<file path="src/inc/papom_params.svh">
// Pin positions and reset values for the Port A override mux
`ifndef PAPOM_PARAMS_SVH
`define PAPOM_PARAMS_SVH
`define PAPOM_PIN_RX     0
`define PAPOM_PIN_TX     1
`define PAPOM_PIN_SER    2
`define PAPOM_PIN_IRQ1   3
`define PAPOM_PIN_MOSI   4
`define PAPOM_PIN_SCK    5
`define PAPOM_PIN_SS     6
`define PAPOM_PIN_REF    7
`define PAPOM_PORT_BIT   0
`define PAPOM_PIN_RST    8'h00
`define PAPOM_NONE       8'h00
`endif

</file>
<file path="src/inc/papom_pkg.sv">
// Types shared by the Port A override mux
package papom_pkg;
    typedef logic [7:0] papom_byte_type;
    typedef struct packed {
        papom_byte_type pin_in;
    } papom_state_type;
endpackage

</file>
<file path="src/hw/papom_port_a_mux.sv">
// Port A alternate-function override mux, eight pins
// What this block does
// - Three-wire shifter output replaces pin 2 value; driven only if dir set.
// - Pin 2 as shifter output but input: port bit still enables pull-up.
// - SPI master forces pin 2 to input.
// - SPI slave leaves pin 2 direction to its direction bit.
// - While SPI forces pin 2 input, port bit still controls pull-up.
// - UART transmitter forces pin 1 to output.
// - LIN forces pin 1 to output carrying the LIN transmit line.
// - UART receiver forces pin 0 to input.
// - Pin 0 forced input: port bit one turns on pull-up.
// - LIN forces pin 0 to input for the LIN receive line.
// - Pin 1 pull-up value zero while transmitting, else port and not-disable.
// - Pin 7 no overrides; input enable from analog-off or pin-change.
// - Pins 3..0 input enable likewise; pin 3 also by ext interrupt 1.
// - Each pin merges override pairs that beat the port register bits.
// - Global pull-up disable turns off every pull-up.
// - Port-wise pull-up disable ORed with global disable.
// - SPI slave forces pin 6 slave select to input.
`timescale 1ns/10ps
`include "papom_params.svh"
module papom_port_a_mux (
    input  wire logic       REF_CLK,
    input  wire logic       RST_B,
    input  wire logic [7:0] DIR_BITS,
    input  wire logic [7:0] OUT_BITS,
    input  wire logic       GLOBAL_PULLUP_OFF,
    input  wire logic [1:0] PORTWISE_PULLUP_OFF,
    input  wire logic       SPI_ON,
    input  wire logic       SPI_MASTER_SEL,
    input  wire logic       SPI_MISO_OUT,
    input  wire logic       SPI_SCK_OUT,
    input  wire logic       SPI_MOSI_OUT,
    input  wire logic       SHIFTER_PIN_POSITION_SEL,
    input  wire logic       SHIFTER_THREE_WIRE_MODE,
    input  wire logic       SHIFTER_MSB_OUT,
    input  wire logic       SHIFTER_TOGGLE_REQ,
    input  wire logic       TIMER0_MATCH_A_EN,
    input  wire logic       TIMER0_MATCH_A_OUT,
    input  wire logic       UART_TX_ON,
    input  wire logic       UART_TX_DATA,
    input  wire logic       UART_RX_ON,
    input  wire logic       LIN_ON,
    input  wire logic       LIN_TX_LINE,
    input  wire logic       PINCHANGE_GROUP0_ON,
    input  wire logic [7:0] PINCHANGE_MASK_BITS,
    input  wire logic [7:0] ANALOG_DIGITAL_INPUT_OFF,
    input  wire logic       EXT_IRQ1_ON,
    input  wire logic [7:0] PAD_IN,
    output logic      [7:0] PULLUP_OVERRIDE_EN,
    output logic      [7:0] PULLUP_OVERRIDE_VAL,
    output logic      [7:0] DIRECTION_OVERRIDE_EN,
    output logic      [7:0] DIRECTION_OVERRIDE_VAL,
    output logic      [7:0] PORTVALUE_OVERRIDE_EN,
    output logic      [7:0] PORTVALUE_OVERRIDE_VAL,
    output logic      [7:0] TOGGLE_OVERRIDE_EN,
    output logic      [7:0] INPUT_ENABLE_OVERRIDE_EN,
    output logic      [7:0] INPUT_ENABLE_OVERRIDE_VAL,
    output logic      [7:0] PULLUP_EN,
    output logic      [7:0] OUT_EN_B,
    output logic      [7:0] OUT_VAL,
    output logic      [7:0] DIN_EN,
    output logic      [7:0] PIN_VAL,
    output logic            LIN_RX_LINE
);
    papom_pkg::papom_state_type state_q;
    papom_pkg::papom_state_type state_d;

    logic pud_eff;
    logic spi_master;
    logic spi_slave;
    logic shifter_out_on;
    logic tx_force;
    logic rx_force;
    logic uart_tx_only;

    // Pin-change term that both gates and enables an input buffer
    function automatic logic pc_hit(input logic grp_on,
                                    input logic mask_bit);
        pc_hit = grp_on & mask_bit;
    endfunction

    // Not-disabled port bit, feeds the pull-up override values of pins 0, 1, 2, 4, 5 and 6
    function automatic logic pu_keep(input logic out_bit,
                                     input logic global_pullup_off);
        pu_keep = out_bit & ~global_pullup_off;
    endfunction

    assign pud_eff = GLOBAL_PULLUP_OFF
                   | PORTWISE_PULLUP_OFF[`PAPOM_PORT_BIT];
    assign spi_master     = SPI_ON & SPI_MASTER_SEL;
    assign spi_slave      = SPI_ON & ~SPI_MASTER_SEL;
    assign shifter_out_on = SHIFTER_THREE_WIRE_MODE
                          & SHIFTER_PIN_POSITION_SEL;
    assign tx_force       = LIN_ON | UART_TX_ON;
    assign rx_force       = LIN_ON | UART_RX_ON;
    // LIN owns pin 1 when both transmitters are on
    assign uart_tx_only   = UART_TX_ON & ~LIN_ON;

    always_comb begin
        PULLUP_OVERRIDE_EN        = `PAPOM_NONE;
        PULLUP_OVERRIDE_VAL       = `PAPOM_NONE;
        DIRECTION_OVERRIDE_EN     = `PAPOM_NONE;
        DIRECTION_OVERRIDE_VAL    = `PAPOM_NONE;
        PORTVALUE_OVERRIDE_EN     = `PAPOM_NONE;
        PORTVALUE_OVERRIDE_VAL    = `PAPOM_NONE;
        TOGGLE_OVERRIDE_EN        = `PAPOM_NONE;
        INPUT_ENABLE_OVERRIDE_EN  = `PAPOM_NONE;
        INPUT_ENABLE_OVERRIDE_VAL = `PAPOM_NONE;

        // Pin 7: analog only, no drive overrides
        INPUT_ENABLE_OVERRIDE_EN[`PAPOM_PIN_REF] =
            ANALOG_DIGITAL_INPUT_OFF[`PAPOM_PIN_REF]
            | pc_hit(PINCHANGE_GROUP0_ON,
                     PINCHANGE_MASK_BITS[`PAPOM_PIN_REF]);
        INPUT_ENABLE_OVERRIDE_VAL[`PAPOM_PIN_REF] =
            pc_hit(PINCHANGE_GROUP0_ON,
                   PINCHANGE_MASK_BITS[`PAPOM_PIN_REF]);

        // Pin 6: slave select is an input in slave role
        PULLUP_OVERRIDE_EN[`PAPOM_PIN_SS]    = spi_slave;
        PULLUP_OVERRIDE_VAL[`PAPOM_PIN_SS]   =
            pu_keep(OUT_BITS[`PAPOM_PIN_SS], pud_eff);
        DIRECTION_OVERRIDE_EN[`PAPOM_PIN_SS] = spi_slave;
        INPUT_ENABLE_OVERRIDE_EN[`PAPOM_PIN_SS] =
            ANALOG_DIGITAL_INPUT_OFF[`PAPOM_PIN_SS]
            | pc_hit(PINCHANGE_GROUP0_ON,
                     PINCHANGE_MASK_BITS[`PAPOM_PIN_SS]);
        INPUT_ENABLE_OVERRIDE_VAL[`PAPOM_PIN_SS] =
            pc_hit(PINCHANGE_GROUP0_ON,
                   PINCHANGE_MASK_BITS[`PAPOM_PIN_SS]);

        // Pins 5 and 4: SPI clock and master data
        PULLUP_OVERRIDE_EN[`PAPOM_PIN_SCK]     = spi_slave;
        PULLUP_OVERRIDE_VAL[`PAPOM_PIN_SCK]    =
            pu_keep(OUT_BITS[`PAPOM_PIN_SCK], pud_eff);
        DIRECTION_OVERRIDE_EN[`PAPOM_PIN_SCK]  = spi_slave;
        PORTVALUE_OVERRIDE_EN[`PAPOM_PIN_SCK]  = spi_master;
        PORTVALUE_OVERRIDE_VAL[`PAPOM_PIN_SCK] = SPI_SCK_OUT;
        TOGGLE_OVERRIDE_EN[`PAPOM_PIN_SCK]     =
            SHIFTER_TOGGLE_REQ & SHIFTER_PIN_POSITION_SEL;
        PULLUP_OVERRIDE_EN[`PAPOM_PIN_MOSI]     = spi_slave;
        PULLUP_OVERRIDE_VAL[`PAPOM_PIN_MOSI]    =
            pu_keep(OUT_BITS[`PAPOM_PIN_MOSI], pud_eff);
        DIRECTION_OVERRIDE_EN[`PAPOM_PIN_MOSI]  = spi_slave;
        PORTVALUE_OVERRIDE_EN[`PAPOM_PIN_MOSI]  = spi_master;
        PORTVALUE_OVERRIDE_VAL[`PAPOM_PIN_MOSI] = SPI_MOSI_OUT;
        INPUT_ENABLE_OVERRIDE_EN[`PAPOM_PIN_SCK] =
            ANALOG_DIGITAL_INPUT_OFF[`PAPOM_PIN_SCK]
            | pc_hit(PINCHANGE_GROUP0_ON,
                     PINCHANGE_MASK_BITS[`PAPOM_PIN_SCK]);
        INPUT_ENABLE_OVERRIDE_VAL[`PAPOM_PIN_SCK] =
            pc_hit(PINCHANGE_GROUP0_ON,
                   PINCHANGE_MASK_BITS[`PAPOM_PIN_SCK]);
        INPUT_ENABLE_OVERRIDE_EN[`PAPOM_PIN_MOSI] =
            ANALOG_DIGITAL_INPUT_OFF[`PAPOM_PIN_MOSI]
            | pc_hit(PINCHANGE_GROUP0_ON,
                     PINCHANGE_MASK_BITS[`PAPOM_PIN_MOSI]);
        INPUT_ENABLE_OVERRIDE_VAL[`PAPOM_PIN_MOSI] =
            pc_hit(PINCHANGE_GROUP0_ON,
                   PINCHANGE_MASK_BITS[`PAPOM_PIN_MOSI]);

        // Pin 3: external interrupt 1 keeps the buffer alive
        INPUT_ENABLE_OVERRIDE_EN[`PAPOM_PIN_IRQ1] =
            ANALOG_DIGITAL_INPUT_OFF[`PAPOM_PIN_IRQ1] | EXT_IRQ1_ON
            | pc_hit(PINCHANGE_GROUP0_ON,
                     PINCHANGE_MASK_BITS[`PAPOM_PIN_IRQ1]);
        INPUT_ENABLE_OVERRIDE_VAL[`PAPOM_PIN_IRQ1] = EXT_IRQ1_ON
            | pc_hit(PINCHANGE_GROUP0_ON,
                     PINCHANGE_MASK_BITS[`PAPOM_PIN_IRQ1]);

        // Pin 2: master input, shifter or timer output
        PULLUP_OVERRIDE_EN[`PAPOM_PIN_SER]    = spi_master;
        PULLUP_OVERRIDE_VAL[`PAPOM_PIN_SER]   =
            pu_keep(OUT_BITS[`PAPOM_PIN_SER], pud_eff);
        // Slave role leaves direction to the direction bit
        DIRECTION_OVERRIDE_EN[`PAPOM_PIN_SER] = spi_master;
        // Shifter and timer only set the value; the pin drives
        // only once software has set the direction bit
        PORTVALUE_OVERRIDE_EN[`PAPOM_PIN_SER] = spi_master
            | shifter_out_on | TIMER0_MATCH_A_EN;
        if (spi_master) begin
            PORTVALUE_OVERRIDE_VAL[`PAPOM_PIN_SER] = SPI_MISO_OUT;
        end else if (shifter_out_on) begin
            PORTVALUE_OVERRIDE_VAL[`PAPOM_PIN_SER] =
                SHIFTER_MSB_OUT;
        end else begin
            PORTVALUE_OVERRIDE_VAL[`PAPOM_PIN_SER] =
                TIMER0_MATCH_A_OUT;
        end
        INPUT_ENABLE_OVERRIDE_EN[`PAPOM_PIN_SER] =
            ANALOG_DIGITAL_INPUT_OFF[`PAPOM_PIN_SER]
            | pc_hit(PINCHANGE_GROUP0_ON,
                     PINCHANGE_MASK_BITS[`PAPOM_PIN_SER]);
        INPUT_ENABLE_OVERRIDE_VAL[`PAPOM_PIN_SER] =
            pc_hit(PINCHANGE_GROUP0_ON,
                   PINCHANGE_MASK_BITS[`PAPOM_PIN_SER]);

        // Pin 1: UART or LIN transmit
        PULLUP_OVERRIDE_EN[`PAPOM_PIN_TX]     = tx_force;
        PULLUP_OVERRIDE_VAL[`PAPOM_PIN_TX]    = tx_force ? 1'b0
            : pu_keep(OUT_BITS[`PAPOM_PIN_TX], pud_eff);
        DIRECTION_OVERRIDE_EN[`PAPOM_PIN_TX]  = tx_force;
        DIRECTION_OVERRIDE_VAL[`PAPOM_PIN_TX] = tx_force;
        PORTVALUE_OVERRIDE_EN[`PAPOM_PIN_TX]  = tx_force;
        PORTVALUE_OVERRIDE_VAL[`PAPOM_PIN_TX] =
            uart_tx_only ? UART_TX_DATA : LIN_TX_LINE;
        INPUT_ENABLE_OVERRIDE_EN[`PAPOM_PIN_TX] =
            ANALOG_DIGITAL_INPUT_OFF[`PAPOM_PIN_TX]
            | pc_hit(PINCHANGE_GROUP0_ON,
                     PINCHANGE_MASK_BITS[`PAPOM_PIN_TX]);
        INPUT_ENABLE_OVERRIDE_VAL[`PAPOM_PIN_TX] =
            pc_hit(PINCHANGE_GROUP0_ON,
                   PINCHANGE_MASK_BITS[`PAPOM_PIN_TX]);

        // Pin 0: UART or LIN receive
        PULLUP_OVERRIDE_EN[`PAPOM_PIN_RX]     = rx_force;
        PULLUP_OVERRIDE_VAL[`PAPOM_PIN_RX]    =
            pu_keep(OUT_BITS[`PAPOM_PIN_RX], pud_eff);
        DIRECTION_OVERRIDE_EN[`PAPOM_PIN_RX]  = rx_force;
        INPUT_ENABLE_OVERRIDE_EN[`PAPOM_PIN_RX] =
            ANALOG_DIGITAL_INPUT_OFF[`PAPOM_PIN_RX]
            | pc_hit(PINCHANGE_GROUP0_ON,
                     PINCHANGE_MASK_BITS[`PAPOM_PIN_RX]);
        INPUT_ENABLE_OVERRIDE_VAL[`PAPOM_PIN_RX] =
            pc_hit(PINCHANGE_GROUP0_ON,
                   PINCHANGE_MASK_BITS[`PAPOM_PIN_RX]);

        // Pin readback samples only through an enabled buffer
        state_d        = state_q;
        state_d.pin_in = PAD_IN & DIN_EN;
    end

    for (genvar i = 0; i < 8; i++) begin : g_pin
        papom_pin_resolve u_pin (
            .pud_eff   (pud_eff),
            .dir_bit   (DIR_BITS[i]),
            .out_bit   (OUT_BITS[i]),
            .pu_oe     (PULLUP_OVERRIDE_EN[i]),
            .pu_ov     (PULLUP_OVERRIDE_VAL[i]),
            .dd_oe     (DIRECTION_OVERRIDE_EN[i]),
            .dd_ov     (DIRECTION_OVERRIDE_VAL[i]),
            .pv_oe     (PORTVALUE_OVERRIDE_EN[i]),
            .pv_ov     (PORTVALUE_OVERRIDE_VAL[i]),
            .die_oe    (INPUT_ENABLE_OVERRIDE_EN[i]),
            .die_ov    (INPUT_ENABLE_OVERRIDE_VAL[i]),
            .pullup_en (PULLUP_EN[i]),
            .out_en_b  (OUT_EN_B[i]),
            .out_val   (OUT_VAL[i]),
            .din_en    (DIN_EN[i])
        );
    end

    always_ff @(posedge REF_CLK) begin
        if (!RST_B) begin
            state_q.pin_in <= `PAPOM_PIN_RST;
        end else begin
            state_q <= state_d;
        end
    end

    assign PIN_VAL     = state_q.pin_in;
    assign LIN_RX_LINE = state_q.pin_in[`PAPOM_PIN_RX];
endmodule

</file>
<file path="src/hw/papom_pin_resolve.sv">
// One pin: applies override pairs over the port register bits
`timescale 1ns/10ps
module papom_pin_resolve (
    input  wire logic pud_eff,
    input  wire logic dir_bit,
    input  wire logic out_bit,
    input  wire logic pu_oe,
    input  wire logic pu_ov,
    input  wire logic dd_oe,
    input  wire logic dd_ov,
    input  wire logic pv_oe,
    input  wire logic pv_ov,
    input  wire logic die_oe,
    input  wire logic die_ov,
    output logic      pullup_en,
    output logic      out_en_b,
    output logic      out_val,
    output logic      din_en
);
    logic dir_eff;

    // Pure gates: an override acts in the same cycle
    assign dir_eff   = dd_oe ? dd_ov : dir_bit;
    assign pullup_en = pu_oe ? pu_ov
                             : (~dir_eff & out_bit & ~pud_eff);
    assign out_val   = pv_oe ? pv_ov : out_bit;
    assign out_en_b  = ~dir_eff;
    assign din_en    = die_oe ? die_ov : 1'b1;
endmodule

</file>
<file path="config.mk">
export PLATFORM = sky130hd
export DESIGN_NAME = papom_port_a_mux
export DESIGN_NICKNAME = d
export VERILOG_FILES = /design/src/inc/papom_pkg.sv /design/src/hw/papom_port_a_mux.sv /design/src/hw/papom_pin_resolve.sv
export VERILOG_INCLUDE_DIRS = /design/src /design/src/inc
export SDC_FILE = /design/constraint.sdc
export NUM_CORES = 1
export LEC_CHECK = 0
export BUFFER_PORTS_ARGS = -buffer_cell sky130_fd_sc_hd__buf_4
export CELL_PAD_IN_SITES_DETAIL_PLACEMENT = 1
export CELL_PAD_IN_SITES_GLOBAL_PLACEMENT = 1
export CORE_MARGIN = 2
export CORE_UTILIZATION = 21
export CTS_CLUSTER_DIAMETER = 120
export DETAILED_ROUTE_END_ITERATION = 8
export PLACE_DENSITY = 0.86
export SLEW_MARGIN = 20
export SYNTH_ARGS = -nofsm -noshare
export SYNTH_HDL_FRONTEND = slang
export SYNTH_SLANG_ARGS = --single-unit
</file>
<file path="constraint.sdc">
create_clock -name REF_CLK -period 5.34 [get_ports REF_CLK]
set_input_delay 1.602 -clock REF_CLK [delete_from_list [all_inputs] [get_ports REF_CLK]]
set_output_delay 1.602 -clock REF_CLK [all_outputs]
set_load 0.02 [all_outputs]
</file>
==> results of run 1 <==
through the flow:
| stage | util (%) | std cells |
|---|---|---|
| finish | 29.7 | 347 |
| global route | 29.7 | 347 |
| CTS | 29.7 | 347 |
| detailed placement | 29.1 | 344 |
| global placement | 29.1 | 344 |
| floorplan | - | 223 |
layer usage:
| layer | share of wire (%) | global-route usage [%] | wire length [um] | up-vias |
|---|---|---|---|---|
| met3 | 14 | 2.76 | 565 | 2 |
| met5 | 0 | 0 | 0 | - |
| met4 | 0.35 | 2.98 | 14 | 0 |
| met2 | 53 | 19.5 | 2150 | 118 |
| met1 | 33 | 9.14 | 1320 | 563 |
| li1 | - | - | - | 618 |
critical path, cell delays in order:
cell and delay, ps:
buf_4 90, nand2_1 160, inv_1 250, mux2_2 360, buf_4 160
path summary, 6_finish.rpt:
check	slack, ps	from	cells after the start	endpoint
worst max-delay path	1120	SPI_ON	5	OUT_VAL[5]
worst min-delay path	1600	PAD_IN[1]	2	PIN_VAL[1]
layout by cell type (no fill, tap or decap), types with 2 or more instances in the layout:
| cell | n |
|---|---|
| or2_2 | 4 |
| nor2_1 | 5 |
| conb_1 | 28 |
| buf_4 | 146 |
| a21oi_1 | 2 |
| inv_1 | 9 |
| mux2_2 | 2 |
| and2_1 | 15 |
| nand2_1 | 15 |
| and3_1 | 10 |
| dfxtp_1 | 8 |
| mux2_4 | 2 |
| nand2b_1 | 9 |
| clkbuf_8 | 3 |
logic make-up (layout without fill, tap and decap cells):
| kind of cell | count (synthesis) | count (layout) | share of synthesized area, % |
|---|---|---|---|
| flops | 8 | 8 | 11.2 |
| other cells | 1 | 28 | 0.262 |
| compound gates | 5 | 5 | 2.27 |
| buf+inv | 114 | 158 | 57.3 |
| simple gates | 63 | 63 | 24.6 |
| mux | 5 | 5 | 4.37 |
where the power goes:
group	internal [uW]	switching, uW	leakage (uW)	total, uW
clock network	48.8	23.7	0.0000216	72.5
registers	63.1	0.977	0.0000660	64.1
logic	84.6	102	0.00110	187
total	197	127	0.00118	324
cell type report:
type                       instances  area share (%)
sequential                         8            8.08
timing repair buffer             146            55.3
clock buffer                       3            2.08
inverter                           9            1.70
multi-input combinational        101            27.8
tap                               80            5.05
==> impl_metrics.csv, run 1 <==
group,metric,value,unit
status,status,"finished, final reports clean",
timing,final_hold_viol_count,0,
drt,drtPass1Iterations,4,
synth,synthTopCellsByArea,"buf_4 (55%), dfxtp_1 (11%), and2_1 (6.6%)",
synth,ys_seq_elements,8,
global_routing,gr-total-overflow,0,
synth,netlist_instances,196,
timing,setup-tns-final,0,ps
clock_tree,cts_hold_buffers,0,
timing,setup_slack,1120,ps
setup_path,critPathMaxFanout,7,
synth,synth.yosys.seq_area_share,11.2,%
drt,drt_iter0_markers,23,
global_routing,grt_first_pass_wirelength,5780,um
floorplan,row_count,30,
global_routing,track_usage,9.63,%
floorplan,die_y,86.5,um
placed_design,pre_cts_slack,1090,ps
drt,drc,0,
cells_and_area,syn_to_final_growth,38.7,%
synth,yosysUniqueCellTypes,23,
global_routing,grt_pass1_vias,1261,
floorplan,die_area,0.00749,mm2
setup_path,arrival,2620,ps
cells_and_area,final_net_count,332,
floorplan,die_w,86.5,um
clock_tree,cts_max_path_buffers,2,
clock_tree,cts_buffers,3,
timing,whs,1600,ps
synth,synth_largest_area_cell,"buf_4",
setup_path,path_class,"input pin to output port",
cells_and_area,antenna_cells,0,
cells_and_area,fillers,849,
synth,syn_area,0.00143,mm2
timing,rsz0062_at_grt,"no",
global_routing,grt_max_degree,9,
placed_design,hpwl,3720,um
drt,via_count,1301,
timing,fmax,237,MHz
cells_and_area,multiInputGateArea,552,um2
clock_tree,clock_sinks,8,
synth,synthArstFlopShare,0,%
setup_path,start_kind,"input pin",
global_routing,antenna_found_initial,0,
synth,synth_warnings,0,
synth,yosys-top-cells-count,"buf_4 (104), and2_1 (15), nand2_1 (15), and3_1 (10)",
pwr,ir_drop,0.0000483,V
clock_tree,cts_post_setup_buffers_inserted,0,
placed_design,gp_congestion,0.757,
cells_and_area,drive_gt1_share,59.2,%
synth,synth_most_common_cell,"buf_4",
timing,finalSetupViolations,0,
floorplan,io_pins,176,
pwr,leakagePower,0.00118,uW
clock_tree,cts.repair.resized,0,
clock_tree,root_buffer,"clkbuf_8",
setup_path,end_kind,"output port",
cells_and_area,final_area,0.00198,mm2
pwr,power.density,163,mW/mm2
drt,wl,4060,um
timing,slew_viol_final,0,
synth,synth_ff_type,"dfxtp_1",
drt,via_per_inst,3.75,
min_path,hold_path_class,"input pin to flip-flop",
cells_and_area,regArea,160,um2
timing,fin_crit,4220,ps
clock_tree,cts_htree_levels,1,
setup_path,crit_required,3740,ps
pwr,total_power,324,uW
placed_design,place_area,0.00194,mm2
cells_and_area,largest_register_ffs,8,
floorplan,core,0.00668,mm2
synth,synth_edf_count,0,
synth,yosysTopAreaCellShare,54.6,%
synth,postSynthAreaPerCell,7.30,um2
placed_design,io_buffer_count,146,
drt,wire_per_inst,11.7,um
floorplan,initial_core_util,21.4,%
drt,drtAntennaViolNets,0,
clock_tree,path_clk_slew,50,ps
clock_tree,cts_tree,"yes",
job,cap_violations,0,
timing,period_share,79.0,%
Note: power is estimated with default switching activity, not from simulation.
==> inputs of run 2 (changes only) <==
Settings changed: CORE_UTILIZATION 21 to 18, PLACE_DENSITY 0.86 to 0.79.
Clock period 5.34 ns to 3.39 ns, I/O delays scaled along.
==> impl_metrics.csv, run 2 (synthesis gave the netlist of run 1 again) <==
group,metric,value,unit
timing,fin_crit,2980,ps
setup_path,start_kind,"input pin",
timing,slew_viol_final,0,
cells_and_area,largest_register_ffs,8,
setup_path,crit_path_start,"LIN_ON",
setup_path,path_cells,"buf_4, nand2b_4, mux2_4, mux2_4, buf_4",
pwr,p_seq_share,19.8,%
cells_and_area,fillers,967,
drt,wl,4090,um
setup_path,path_class,"input pin to output port",
job,cap_violations,0,
floorplan,core,0.00773,mm2
drt,wl_met3,697,um
timing,fmax,335,MHz
drt,route.layer.met1.wl,1250,um
drt,top_layer,"met4",
floorplan,io_pins,176,
cells_and_area,multiInputGateArea,552,um2
drt,via_count,1304,
clock_tree,cts_tree,"yes",
cells_and_area,drive_gt1_share,59.3,%
global_routing,track_usage,8.37,%
placed_design,io_buffer_count,146,
cells_and_area,final_cell_mix,"buf_4 (147), conb_1 (28), nand2_1 (15), and2_1 (15), and3_1 (10)",
drt,drc,0,
clock_tree,cts_htree_levels,1,
floorplan,row_count,32,
drt,met2_length,2090,um
timing,finalSetupViolations,0,
drt,drtPass1Iterations,4,
floorplan,die_w,93.1,um
clock_tree,root_buffer,"clkbuf_8",
clock_tree,cts.repair.resized,0,
setup_path,critPathSlowestCell,"mux2_4",
timing,final_hold_viol_count,0,
drt,via_per_inst,3.52,
floorplan,die_area,0.00867,mm2
pwr,power.density,253,mW/mm2
pwr,ir_drop,0.0000992,V
min_path,hold_path_class,"input pin to flip-flop",
clock_tree,cts_buffers,3,
global_routing,grt_max_degree,9,
placed_design,hpwl,3760,um
pwr,leakagePower,0.00119,uW
cells_and_area,layout_commonest_cell,"buf_4",
global_routing,antenna_found_initial,0,
floorplan,initial_core_util,18.5,%
clock_tree,cts_post_setup_buffers_inserted,0,
timing,rsz0062_at_grt,"no",
status,status,"finished, final reports clean",
pwr,netSwitchingPower,200,uW
clock_tree,cts_hold_buffers,0,
timing,setup-tns-final,0,ps
cells_and_area,antenna_cells,0,
floorplan,die_y,93.1,um
pwr,switching_share,39.2,%
cells_and_area,regArea,160,um2
setup_path,critPathMaxFanout,3,
timing,whs,1020,ps
clock_tree,path_clk_slew,40,ps
cells_and_area,syn_to_final_growth,41.1,%
timing,period_share,88.0,%
cells_and_area,final_net_count,333,
setup_path,crit_required,2370,ps
global_routing,grt_pass1_vias,1273,
clock_tree,clock_sinks,8,
placed_design,gp_congestion,0.683,
drt,wire_per_inst,11.0,um
setup_path,crit_end,"OUT_VAL[1]",
pwr,pwr-share-clk,22.3,%
pwr,cellInternalPower,310,uW
global_routing,gr-total-overflow,0,
clock_tree,cts_max_path_buffers,2,
setup_path,slowest_delay,290,ps
drt,drt_iter0_markers,8,
global_routing,grt_first_pass_wirelength,5840,um
pwr,combPwrFrac,57.9,%
setup_path,arrival,1970,ps
drt,drtAntennaViolNets,0,
setup_path,end_kind,"output port",
run 2: cell types whose count changed in the layout (fill, tap and decap cells not counted), sizes merged:
cell	change
buf	+1
run 2: layout make-up:
type	instances	share of cell area, %
Multi-Input combinational cell	101	27.3
Clock buffer	3	2.05
Inverter	9	1.67
Sequential cell	8	7.94
Timing Repair Buffer	147	54.7
Tap cell	102	6.32
run 2: power groups by stage:
stage	combinational, uW	clock, uW	sequential (uW)
after CTS	299	119	101
after floorplan	230	0	108
after global routing	315	126	101
after detailed placement	298	0	103
after global placement	294	0	102
final	296	114	101
run 2: worst min path at each step:
stage / start / cells past startpoint / slack (ps) / to
6_report: PAD_IN[3] / 2 / 1020 / PIN_VAL[3]
2_1_floorplan: PAD_IN[0] / 1 / 1160 / PIN_VAL[0]
3_5_place_dp: PAD_IN[3] / 2 / 1250 / PIN_VAL[3]
3_3_place_gp: PAD_IN[3] / 2 / 1240 / PIN_VAL[3]
5_1_grt: PAD_IN[3] / 2 / 1020 / PIN_VAL[3]
4_1_cts: PAD_IN[3] / 2 / 1020 / PIN_VAL[3]
run 2: routing by layer:
| metal | vias up | track usage, % |
|---|---|---|
| li1 | 620 | - |
| met1 | 554 | 7.43 |
| met2 | 126 | 17.2 |
| met3 | 4 | 2.74 |
| met4 | 0 | 2.94 |
| met5 | - | 0 |
run 2: per-stage QoR:
stage	std cells	power [uW]	setup slack, ps	area [um2]	utilization, %
global route	370	543	354	2020	26.1
CTS	370	519	398	2020	26.1
finish	370	511	406	2020	26.1
floorplan	223	339	545	1530	-
global placement	367	396	399	1980	25.6
detailed placement	367	401	402	1980	25.6
run 2: worst max-delay path: cells and delay by family:
family / cells / cell delay (ps)
buffers and inverters: 2 / 270
AND/OR/NAND/NOR: 1 / 130
multiplexers: 2 / 540
